[config.mk]
export PLATFORM = sky130hd
export DESIGN_NAME = channel_status_irq_summary
export DESIGN_NICKNAME = d
export VERILOG_FILES = /design/src/common/chan_status_pkg.sv /design/src/common/latch_grp_if.sv /design/src/rtl/change_latch.sv /design/src/rtl/channel_status_irq_summary.sv
export SDC_FILE = /design/constraint.sdc
export NUM_CORES = 1
export LEC_CHECK = 0
export ABC_AREA = 1
export CAP_MARGIN = 20
export CORE_ASPECT_RATIO = 0.8
export CORE_MARGIN = 3
export CORE_UTILIZATION = 40
export DETAILED_ROUTE_END_ITERATION = 6
export DONT_BUFFER_PORTS = 1
export PLACE_DENSITY = 0.53
export SETUP_SLACK_MARGIN = 0.2
export SLEW_MARGIN = 20
export SYNTH_ARGS = -nofsm -noshare
export SYNTH_HDL_FRONTEND = slang
export SYNTH_SLANG_ARGS = --single-unit
export TNS_END_PERCENT = 30
[constraint.sdc]
create_clock -name mclk -period 3.3 [get_ports mclk]
set_input_delay 0.33 -clock mclk [delete_from_list [all_inputs] [get_ports mclk]]
set_output_delay 0.33 -clock mclk [all_outputs]
set_load 0.01 [all_outputs]
[src/common/chan_status_pkg.sv]
package chan_status_pkg;

    // Register offsets
    localparam logic [7:0] OFS_PART_HIGH = 8'h30;
    localparam logic [7:0] OFS_PART_LOW = 8'h31;
    localparam logic [7:0] OFS_STRAP = 8'h40;
    localparam logic [7:0] OFS_PIN_LEVEL = 8'h41;
    localparam logic [7:0] OFS_TOP_SUM = 8'h42;
    localparam logic [7:0] OFS_CHIP_SUM = 8'h43;
    localparam logic [7:0] OFS_INPUT_SUM = 8'h44;
    localparam logic [7:0] OFS_OUTPUT_SUM = 8'h45;
    localparam logic [7:0] OFS_ALOOP_SUM = 8'h46;
    localparam logic [7:0] OFS_DLOOP_SUM = 8'h47;
    localparam logic [7:0] OFS_ALOOP_STAT = 8'h48;
    localparam logic [7:0] OFS_PA_STAT = 8'h50;
    localparam logic [7:0] OFS_MEAS_STAT = 8'h51;
    localparam logic [7:0] OFS_VALID_STAT1 = 8'h52;
    localparam logic [7:0] OFS_VALID_STAT2 = 8'h53;
    localparam logic [7:0] OFS_OUT1_STAT = 8'h54;
    localparam logic [7:0] OFS_OUT2_STAT = 8'h55;
    localparam logic [7:0] OFS_OUT3_STAT = 8'h56;
    localparam logic [7:0] OFS_DLOOP_STAT = 8'h57;

    // Identity values are arbitrary
    localparam logic [7:0] PART_CODE_HIGH = 8'h5A;
    localparam logic [3:0] PART_CODE_LOW = 4'hC;
    localparam logic [3:0] SILICON_VERSION = 4'h0;

    // Field positions
    localparam int TOP_CHIP_BIT = 6;
    localparam int TOP_OUT_BIT = 5;
    localparam int TOP_IN_BIT = 4;
    localparam int TOP_DLOOP_BIT = 3;
    localparam int TOP_ALOOP_BIT = 2;
    localparam int TOP_IE_BIT = 1;
    localparam int TOP_PEND_BIT = 0;
    localparam int BOOT_DONE_BIT = 7;
    localparam int TEST_STRAP_BIT = 7;
    localparam int OSC_FAULT_BIT = 6;

    // Reset values
    localparam logic RESET_IE = 1'b0;
    localparam logic [7:0] RESET_BYTE = 8'h00;

    // Latch groups: phase, measure, valid1, valid2, out1..3, aloop, dloop
    localparam int NUM_GROUPS = 9;

endpackage

[src/common/latch_grp_if.sv]
`timescale 1ns/1ps
interface latch_grp_if;
    logic [3:0] live;
    logic [3:0] clr_mask;
    logic [3:0] ie;
    logic [3:0] latched;
    logic active;
    modport owner (input live, input clr_mask, input ie, output latched, output active);
    modport user (output live, output clr_mask, output ie, input latched, input active);
endinterface

[src/rtl/change_latch.sv]
`timescale 1ns/1ps
module change_latch
(
    input wire logic mclk, // Master clock
    input wire logic nrst, // Sync reset, active low
    latch_grp_if.owner grp // Live status in, latched flags out
);
    logic [3:0] prev_q;
    logic [3:0] latched_q;

    always_ff @(posedge mclk)
    begin
        if (!nrst)
            prev_q <= 4'h0;
        else
            prev_q <= grp.live;
    end

    // Set wins over a simultaneous clear
    always_ff @(posedge mclk)
    begin
        if (!nrst)
            latched_q <= 4'h0;
        else
            latched_q <= (latched_q & ~grp.clr_mask) | (grp.live ^ prev_q);
    end

    assign grp.latched = latched_q;
    assign grp.active = |(latched_q & grp.ie);
endmodule

[src/rtl/channel_status_irq_summary.sv]
`timescale 1ns/1ps
// Notes on behaviour
// - Part code high byte reads as a constant, same in every channel.
// - Part code low nibble sits in bits 7 to 4 of second id register.
// - Silicon version sits in bits 3 to 0, first version is zero.
// - Test strap caught into bit 7 on chip reset release; should read zero.
// - Oscillator fault bit follows fault, forced zero while ring osc disabled.
// - Two host-port straps caught into bits 3 to 2 on reset release.
// - Two auto-config straps caught into bits 1 to 0 on reset release.
// - Bits 3 to 0 show raw pin levels, ignoring configured inversion.
// - Top bit 6 set when the phase-adjust or edge-measurement chip-wide summary bit is set.
// - Top bit 5 set when any output-clock summary bit is set.
// - Top bit 4 set when any input-clock summary bit is set.
// - Top bit 3 set when the digital-loop summary is set.
// - Top bit 2 set when the analog-loop summary is set.
// - Writable global enable at bit 1; zero blocks the pending bit.
// - Pending bit 0 set when any summary is set and enable is one.
// - Boot-complete bit cleared on channel reset, set when boot loader finishes.
// - Phase-adjust summary set while an enabled phase latch is set.
// - Edge-measurement summary set while an enabled measurement latch is set.
// - Input-3 summary set while its validity latch and enable are set.
// - Input-1 and input-2 summaries follow their enabled validity latches.
// - Each output summary set while any enabled latch of that output is set.
// - Latches set on live status change; software writes one to clear.
module channel_status_irq_summary
(
    input wire logic mclk, // Master clock, 200 MHz
    input wire logic nrst, // Synchronous reset, active low
    input wire logic [7:0] reg_addr, // Register offset
    input wire logic reg_wr, // Write strobe
    input wire logic reg_rd, // Read strobe
    input wire logic [7:0] reg_wdata, // Write data
    output logic [7:0] reg_rdata, // Read data, valid the cycle after reg_rd
    input wire logic chip_reset_n, // Chip reset pin level, straps caught on its rise
    input wire logic test_strap, // Factory test strap pin
    input wire logic [1:0] host_port_strap, // Host-port selection straps
    input wire logic [1:0] auto_config_strap, // Auto-configuration straps
    input wire logic osc_fail, // Oscillator stopped, from detector
    input wire logic ring_osc_disable, // Ring oscillator disabled control
    input wire logic gp_pin0_level, // General-purpose pin 0
    input wire logic gp_pin1_level, // General-purpose pin 1
    input wire logic gp_pin2_level, // General-purpose pin 2
    input wire logic gp_pin3_level, // General-purpose pin 3
    input wire logic boot_loader_finished, // Pulse or level: boot loader done
    input wire logic [3:0] phase_adjust_live, // Live phase-adjust status
    input wire logic [3:0] edge_meas_live, // Live measurement status
    input wire logic [1:0] input_valid_live, // Live validity of inputs 1 and 2
    input wire logic input3_valid_live, // Live validity of input 3
    input wire logic [3:0] out1_live, // Live status of output 1
    input wire logic [3:0] out2_live, // Live status of output 2
    input wire logic [3:0] out3_live, // Live status of output 3
    input wire logic [1:0] aloop_live, // Live analog-loop lock statuses
    input wire logic [3:0] dloop_live, // Live digital-loop status
    output logic irq_pending // Top pending bit, for a pin to follow
);
    ////////////////////////////////////////////////////////////////////////
    // Pin synchronisers
    logic [11:0] pin_s1_q;
    logic [11:0] pin_s2_q;
    logic [11:0] pin_raw;

    assign pin_raw = {ring_osc_disable, osc_fail, chip_reset_n, test_strap, host_port_strap, auto_config_strap,
                      gp_pin3_level, gp_pin2_level, gp_pin1_level, gp_pin0_level};

    always_ff @(posedge mclk)
    begin
        if (!nrst)
        begin
            pin_s1_q <= 12'h000;
            pin_s2_q <= 12'h000;
        end
        else
        begin
            pin_s1_q <= pin_raw;
            pin_s2_q <= pin_s1_q;
        end
    end

    logic rosc_dis_s;
    logic osc_fail_s;
    logic chip_rst_s;
    logic [4:0] strap_s;
    logic [3:0] gp_s;

    assign rosc_dis_s = pin_s2_q[11];
    assign osc_fail_s = pin_s2_q[10];
    assign chip_rst_s = pin_s2_q[9];
    assign strap_s = pin_s2_q[8:4];
    assign gp_s = pin_s2_q[3:0];

    ////////////////////////////////////////////////////////////////////////
    // Strap capture on chip reset release
    logic chip_rst_prev_q;
    logic [4:0] strap_q;

    always_ff @(posedge mclk)
    begin
        if (!nrst)
            chip_rst_prev_q <= 1'b0;
        else
            chip_rst_prev_q <= chip_rst_s;
    end

    always_ff @(posedge mclk)
    begin
        if (!nrst)
            strap_q <= 5'h00;
        else if (chip_rst_s && !chip_rst_prev_q)
            strap_q <= strap_s;
    end

    ////////////////////////////////////////////////////////////////////////
    // Boot-complete flag
    logic boot_done_q;

    always_ff @(posedge mclk)
    begin
        if (!nrst)
            boot_done_q <= 1'b0;
        else if (boot_loader_finished)
            boot_done_q <= 1'b1;
    end

    ////////////////////////////////////////////////////////////////////////
    // Latch groups and their enables
    latch_grp_if grp [chan_status_pkg::NUM_GROUPS] ();
    logic [7:0] ie_q [chan_status_pkg::NUM_GROUPS];
    logic [3:0] live_v [chan_status_pkg::NUM_GROUPS];
    logic [7:0] ofs_v [chan_status_pkg::NUM_GROUPS];
    logic [chan_status_pkg::NUM_GROUPS-1:0] act_v;
    logic [3:0] lat_v [chan_status_pkg::NUM_GROUPS];

    assign live_v[0] = phase_adjust_live;
    assign live_v[1] = edge_meas_live;
    assign live_v[2] = {2'b00, input_valid_live};
    assign live_v[3] = {3'b000, input3_valid_live};
    assign live_v[4] = out1_live;
    assign live_v[5] = out2_live;
    assign live_v[6] = out3_live;
    assign live_v[7] = {2'b00, aloop_live};
    assign live_v[8] = dloop_live;

    assign ofs_v[0] = chan_status_pkg::OFS_PA_STAT;
    assign ofs_v[1] = chan_status_pkg::OFS_MEAS_STAT;
    assign ofs_v[2] = chan_status_pkg::OFS_VALID_STAT1;
    assign ofs_v[3] = chan_status_pkg::OFS_VALID_STAT2;
    assign ofs_v[4] = chan_status_pkg::OFS_OUT1_STAT;
    assign ofs_v[5] = chan_status_pkg::OFS_OUT2_STAT;
    assign ofs_v[6] = chan_status_pkg::OFS_OUT3_STAT;
    assign ofs_v[7] = chan_status_pkg::OFS_ALOOP_STAT;
    assign ofs_v[8] = chan_status_pkg::OFS_DLOOP_STAT;

    // Status byte layout: [7:4] enables, [3:0] latched flags (write one clears)
    genvar gi;
    generate
        for (gi = 0; gi < chan_status_pkg::NUM_GROUPS; gi++)
        begin : g_grp
            logic hit;
            assign hit = reg_wr && (reg_addr == ofs_v[gi]);
            assign grp[gi].live = live_v[gi];
            assign grp[gi].ie = ie_q[gi][7:4];
            assign grp[gi].clr_mask = hit ? reg_wdata[3:0] : 4'h0;
            assign act_v[gi] = grp[gi].active;
            assign lat_v[gi] = grp[gi].latched;

            always_ff @(posedge mclk)
            begin
                if (!nrst)
                    ie_q[gi] <= chan_status_pkg::RESET_BYTE;
                else if (hit)
                    ie_q[gi] <= {reg_wdata[7:4], 4'h0};
            end

            change_latch u_latch
            (
                .mclk(mclk),
                .nrst(nrst),
                .grp(grp[gi])
            );
        end
    endgenerate

    ////////////////////////////////////////////////////////////////////////
    // Summary tree
    logic [7:0] chip_sum;
    logic [7:0] input_sum;
    logic [7:0] output_sum;
    logic [7:0] aloop_sum;
    logic [7:0] dloop_sum;
    logic [7:0] top_sum;
    logic [7:0] strap_byte;
    logic [7:0] pin_byte;
    logic global_ie_q;
    logic any_sum;

    assign chip_sum = {boot_done_q, 5'h00, act_v[0], act_v[1]};
    assign input_sum = {5'h00, act_v[3], grp[2].latched[1] & grp[2].ie[1],
                        grp[2].latched[0] & grp[2].ie[0]};
    assign output_sum = {5'h00, act_v[6], act_v[5], act_v[4]};
    assign aloop_sum = {7'h00, act_v[7]};
    assign dloop_sum = {7'h00, act_v[8]};

    // Boot-complete is status, not an interrupt source
    assign any_sum = (|chip_sum[1:0]) | (|output_sum) | (|input_sum) | dloop_sum[0] | aloop_sum[0];

    always_comb
    begin
        top_sum = 8'h00;
        top_sum[chan_status_pkg::TOP_CHIP_BIT] = |chip_sum[1:0];
        top_sum[chan_status_pkg::TOP_OUT_BIT] = |output_sum;
        top_sum[chan_status_pkg::TOP_IN_BIT] = |input_sum;
        top_sum[chan_status_pkg::TOP_DLOOP_BIT] = dloop_sum[0];
        top_sum[chan_status_pkg::TOP_ALOOP_BIT] = aloop_sum[0];
        top_sum[chan_status_pkg::TOP_IE_BIT] = global_ie_q;
        top_sum[chan_status_pkg::TOP_PEND_BIT] = any_sum & global_ie_q;
    end

    always_ff @(posedge mclk)
    begin
        if (!nrst)
            global_ie_q <= chan_status_pkg::RESET_IE;
        else if (reg_wr && reg_addr == chan_status_pkg::OFS_TOP_SUM)
            global_ie_q <= reg_wdata[chan_status_pkg::TOP_IE_BIT];
    end

    always_ff @(posedge mclk)
    begin
        if (!nrst)
            irq_pending <= 1'b0;
        else
            irq_pending <= any_sum & global_ie_q;
    end

    always_comb
    begin
        strap_byte = 8'h00;
        strap_byte[chan_status_pkg::TEST_STRAP_BIT] = strap_q[4];
        strap_byte[chan_status_pkg::OSC_FAULT_BIT] = osc_fail_s & ~rosc_dis_s;
        strap_byte[3:0] = strap_q[3:0];
        pin_byte = {4'h0, gp_s};
    end

    ////////////////////////////////////////////////////////////////////////
    // Read port
    logic [7:0] rd_d;

    always_comb
    begin
        rd_d = 8'h00;
        case (reg_addr)
            chan_status_pkg::OFS_PART_HIGH: rd_d = chan_status_pkg::PART_CODE_HIGH;
            chan_status_pkg::OFS_PART_LOW: rd_d = {chan_status_pkg::PART_CODE_LOW,
                                                   chan_status_pkg::SILICON_VERSION};
            chan_status_pkg::OFS_STRAP: rd_d = strap_byte;
            chan_status_pkg::OFS_PIN_LEVEL: rd_d = pin_byte;
            chan_status_pkg::OFS_TOP_SUM: rd_d = top_sum;
            chan_status_pkg::OFS_CHIP_SUM: rd_d = chip_sum;
            chan_status_pkg::OFS_INPUT_SUM: rd_d = input_sum;
            chan_status_pkg::OFS_OUTPUT_SUM: rd_d = output_sum;
            chan_status_pkg::OFS_ALOOP_SUM: rd_d = aloop_sum;
            chan_status_pkg::OFS_DLOOP_SUM: rd_d = dloop_sum;
            default:
            begin
                for (int k = 0; k < chan_status_pkg::NUM_GROUPS; k++)
                begin
                    if (reg_addr == ofs_v[k])
                        rd_d = ie_q[k] | {4'h0, lat_v[k]};
                end
            end
        endcase
    end

    always_ff @(posedge mclk)
    begin
        if (!nrst)
            reg_rdata <= 8'h00;
        else if (reg_rd)
            reg_rdata <= rd_d;
    end
endmodule

Word-level counts from Yosys, hierarchy flattened
Memory sizes are Yosys's and may differ from the RTL's.
Index checks and enable logic that the tools add are counted.
{"block": "classes", "bitwise": 71, "n_reduce_logical": 23, "eq_ne": 19, "mux": 56}
{"operator": "8-bit by 7-bit equality test with 1-bit output (second input constant)", "n": 17}
{"operator": "8-bit case mux with 10 select lines", "n": 1}
{"operator": "4-bit two-way mux", "n": 18}
{"operator": "8-bit two-way mux", "n": 9}
{"operator": "8-bit by 4-bit OR with 8-bit output", "n": 9}
{"operator": "4-bit AND", "n": 17}
{"operator": "4-bit inverter", "n": 9}
{"operator": "4-bit OR", "n": 9}
{"operator": "4-bit OR reduction", "n": 8}
{"operator": "1-bit two-way mux", "n": 28}
{"operator": "4-bit bitwise XOR", "n": 6}
{"operator": "8-bit by 6-bit equality test with 1-bit output (second input constant)", "n": 2}
{"operator": "1-bit OR", "n": 13}
{"operator": "12-bit OR reduction", "n": 1}
{"operator": "1-bit logical AND", "n": 11}
{"operator": "8-bit OR reduction", "n": 1}
{"operator": "2-bit by 4-bit bitwise XOR with 4-bit output", "n": 2}
{"operator": "6-bit OR reduction", "n": 1}
{"operator": "1-bit AND", "n": 4}
{"operator": "1-bit by 4-bit bitwise XOR with 4-bit output", "n": 1}
{"operator": "1-bit logical NOT", "n": 1}
{"operator": "1-bit inverter", "n": 1}
{"block": "totals", "output_inout_bits": 9, "regBits": 113, "in_bits": 62, "n_memories": 1, "ramBits": 36, "elab_cells": 199}
{"memory": "ie_q", "words": 9, "word_bits": 4, "rd": 9, "rd_ports_with_merged_regs": 0, "wr": 9, "line": "channel_status_irq_summary.sv:127", "text": "logic [7:0] ie_q [chan_status_pkg::NUM_GROUPS];"}

Longest topological paths before layout
An unclocked memory read counts as a cell.
{"block": "depth", "word_depth": 12, "ltp_mapped": 13, "ltp_nobuf": 13}

Modules after synthesis
A second synthesis with hierarchy kept.
{"block": "hier_totals", "hier_cells": 1082, "hier_area_um2": 7153.1}
{"mod": "channel_status_irq_summary", "seq_area_each_um2": 1901.8, "area_per_inst_um2": 3943.8, "cells_per_inst": 560, "n_inst": 1}
{"mod": "change_latch", "seq_area_each_um2": 160.2, "area_per_inst_um2": 356.6, "cells_per_inst": 58, "n_inst": 9}

Least setup slack after synthesis
OpenSTA, ideal clock, no wires.
{"block": "synth_path", "kind": "in2reg", "from": "input port reg_addr[7]", "to": "memory ie_q[5][0] (netlist bit), enable pin", "required_time_ns": 2.992, "setup_slack_ns": 1.805, "stages": 8, "path_buffers": 1, "setup_time_ns": 0.308, "arrival_time_ns": 1.187, "cell_sequence": "inv_1 -> nand2_2 -> nor2_4 -> buf_6 -> inv_2 -> nor2_2 -> nand2_1 -> nand2_1"}
{"element": "from (decl)", "line": "channel_status_irq_summary.sv:29", "text": "input wire logic [7:0] reg_addr,"}
{"element": "to (decl)", "line": "channel_status_irq_summary.sv:127"}

==> impl_metrics.tcl <==
set metrics [dict create \
    status "completed" \
    crit_fanout 2 \
    ant_nets 0 \
    p_per_area_nw_per_um2 546.0 \
    layout-drive-gt1-share_pct 6.440 \
    cap_violations 0 \
    fin_worst_skew_ps 9.876 \
    gpl.final_weighted_congestion 0.9099 \
    cts_buffer_depth 2 \
    grt_max_degree 82 \
    fin_crit_sh_pct 51.13 \
    layout_commonest_cell "nand2_1" \
    required_ps 3610 \
    timing.rr.start "ie_q[1][0]$_SDFFCE_PN0P_" \
    finalNonFillerCells 1064 \
    hpwlAfterDp_mm 12.82 \
    core_um2 15060 \
    worstMarginPinSlew_ps 501.0 \
    cts_resized 0 \
    finalPower_w 0.003912 \
    hp-start "dloop_live[0]" \
    first_global_vias 5063 \
    cts_buffers 17 \
    finalSetupTns_ps 0 \
    max_freq_ghz 0.5926 \
    slew_violations 0 \
    syn_inst 812 \
    cp-start-kind "flop" \
    finalCriticalPeriod_ps 1687 \
    slew_headroom_pct 66.56 \
    drt_iter0_drc 463 \
    dp.cells 1005 \
    root_buffer "clkbuf_16" \
    drt_pass1_iterations 5 \
    h-tree-depth 4 \
    pin_count 71 \
    wirelength_mm 17.37 \
    hp-class "in -> reg" \
    die-width_um 145.1 \
    clock-sinks 142 \
    cts_tree "yes" \
    syn_avg_cell_area_um2 7.621 \
    synth_cell_type_count 25 \
    ir_worst_vdd_v 0.0003219 \
    hold_viol 0 \
    grt_antenna_before_repair 0 \
    synth_nets 874 \
    via_per_inst 4.886 \
    cts_setup_buffers 0 \
    postLayoutCoreUtil_pct 47.57 \
    grt_overflow 0 \
    cp.arrival_ps 2000 \
    die-area_um2 17010 \
    final_cell_mix "213 x nand2_1, 111 x inv_1, 107 x nor2_1" \
    crit_start "ie_q[1][0]$_SDFFCE_PN0P_" \
    floorplan.initialDensity_pct 41.08 \
    clk_pin_slew_ps 60 \
    synth_warnings 0 \
    grt_first_pass_wirelength_mm 27.57 \
    setup_viol 0 \
    die_h_um 117.3 \
    track_usage_pct 21.39 \
    route.vias.total 5199 \
    worstSetupPathType "reg -> reg" \
    grt_setup_unrepaired "no" \
    fp-row-count 40 \
    num_antenna_cells 0 \
    end_kind "flop" \
    routedWlPerCell_um 16.32 \
    p_leak_nw 3.276 \
    syn_area_um2 6188 \
    layout.nets 904 \
    io_buffers 0 \
    clkLatencyLatePin_ps 420 \
    drc 0 \
    syn2layout_area_growth_pct 15.79 \
    ys_ff_latch 142 \
    ys_seq_area_share_pct 51.76 \
]
==> cells in the mapped netlist, drive strengths merged <==
cell type | n | share of area (%)
nand2 | 217 | 13
inv | 120 | 7.3
nor2 | 118 | 8.0
dfxtp | 106 | 34
nand3 | 48 | 3.9
o21ai | 45 | 3.6
a21oi | 38 | 3.1
edfxtp | 36 | 17
xnor2 | 29 | 4.1
clkbuf | 15 | 0.91
nand4 | 13 | 1.3
clkinv | 7 | 0.42
nor3 | 5 | 0.40
a211oi | 4 | 0.49
buf | 4 | 0.61
or2 | 3 | 0.30
nand3b | 2 | 0.24
o2111ai | 1 | 0.14
o22ai | 1 | 0.10
==> metrics by stage <==
stage	hold slack (ps)	worst slack, ps	instance area [µm²]
after floorplan	390.5	1805	6188
after global placement	406.2	1308	6372
after detailed placement	405.0	1294	6372
after CTS	0.002692	1567	7166
after global routing	1.024	1427	7166
final	13.29	1613	7166
==> cells by family after synthesis <==
family,Yosys count,share of synthesized area (%)
AOI/OAI and AO/OA,89,7.440
xor gates and xnor gates,29,4.104
buffers and inverters,146,9.219
DFF,142,51.76
and+or+nand+nor,406,27.48
==> path summary, 6_finish.rpt <==
check                                                        endpoint  slack [ps]  depth (start not counted)
worst max-delay path                        reg_rdata[0]$_SDFFE_PN0P_        1610                         10
worst min-delay path            g_grp[8].u_latch.prev_q[0]$_SDFF_PN0_          10                          2
worst max register to register              reg_rdata[0]$_SDFFE_PN0P_        1610                         10
worst min register to register                 pin_s2_q[7]$_SDFF_PN0_         410                          2
==> critical path, stage by stage (launching register included) <==
cell and delay (ps):
edfxtp_1 420, nand2_1 90, nand3_1 70, a21oi_1 300, nand2_1 150, nor2_1 120, nand3b_1 120, nand2_1 80
nand3_1 60, nor2_1 120, nor2_1 40
==> cell type report <==
cell class / instances / area, µm²
fill: 1554 / 7899
clock buffer: 24 / 471.7
tap: 210 / 262.8
multi-input combinational: 524 / 2415
inverter: 127 / 476.7
clock inverter: 7 / 41.29
timing repair buffer: 30 / 295.3
sequential: 142 / 3203
==> where the power goes <==
group,switching (W),internal (W),leakage (nW)
Combinational,0.000160,0.000108,1.80
Clock,0.000706,0.000990,0.250
Sequential,0.0000643,0.00188,1.22
Total,0.000931,0.00298,3.28
==> layer usage <==
layer  vias up  GRT usage [%]  routed length, µm
li1       2587              -                  -
met1      2420          29.54               8256
met2       172          33.81               7690
met3        20          4.657               1119
met4         0          7.147                298
met5         -              0                  0
==> sequential cells by signal, summed over array words and instances (netlist names) <==
name and cells:
g_grp.u_latch.grp.latched 36, ie_q 36, g_grp.u_latch.prev_q 29, pin_s1_q 12, pin_s2_q 12, reg_rdata 8
strap_q 5, boot_done_q 1, chip_rst_prev_q 1, global_ie_q 1, irq_pending 1
==> timing repair <==
action,in CTS,in global routing
setup endpoints to repair,0,0
hold endpoints to repair,29,0
hold buffers,28,0
Power figures use the tool's default switching activity.
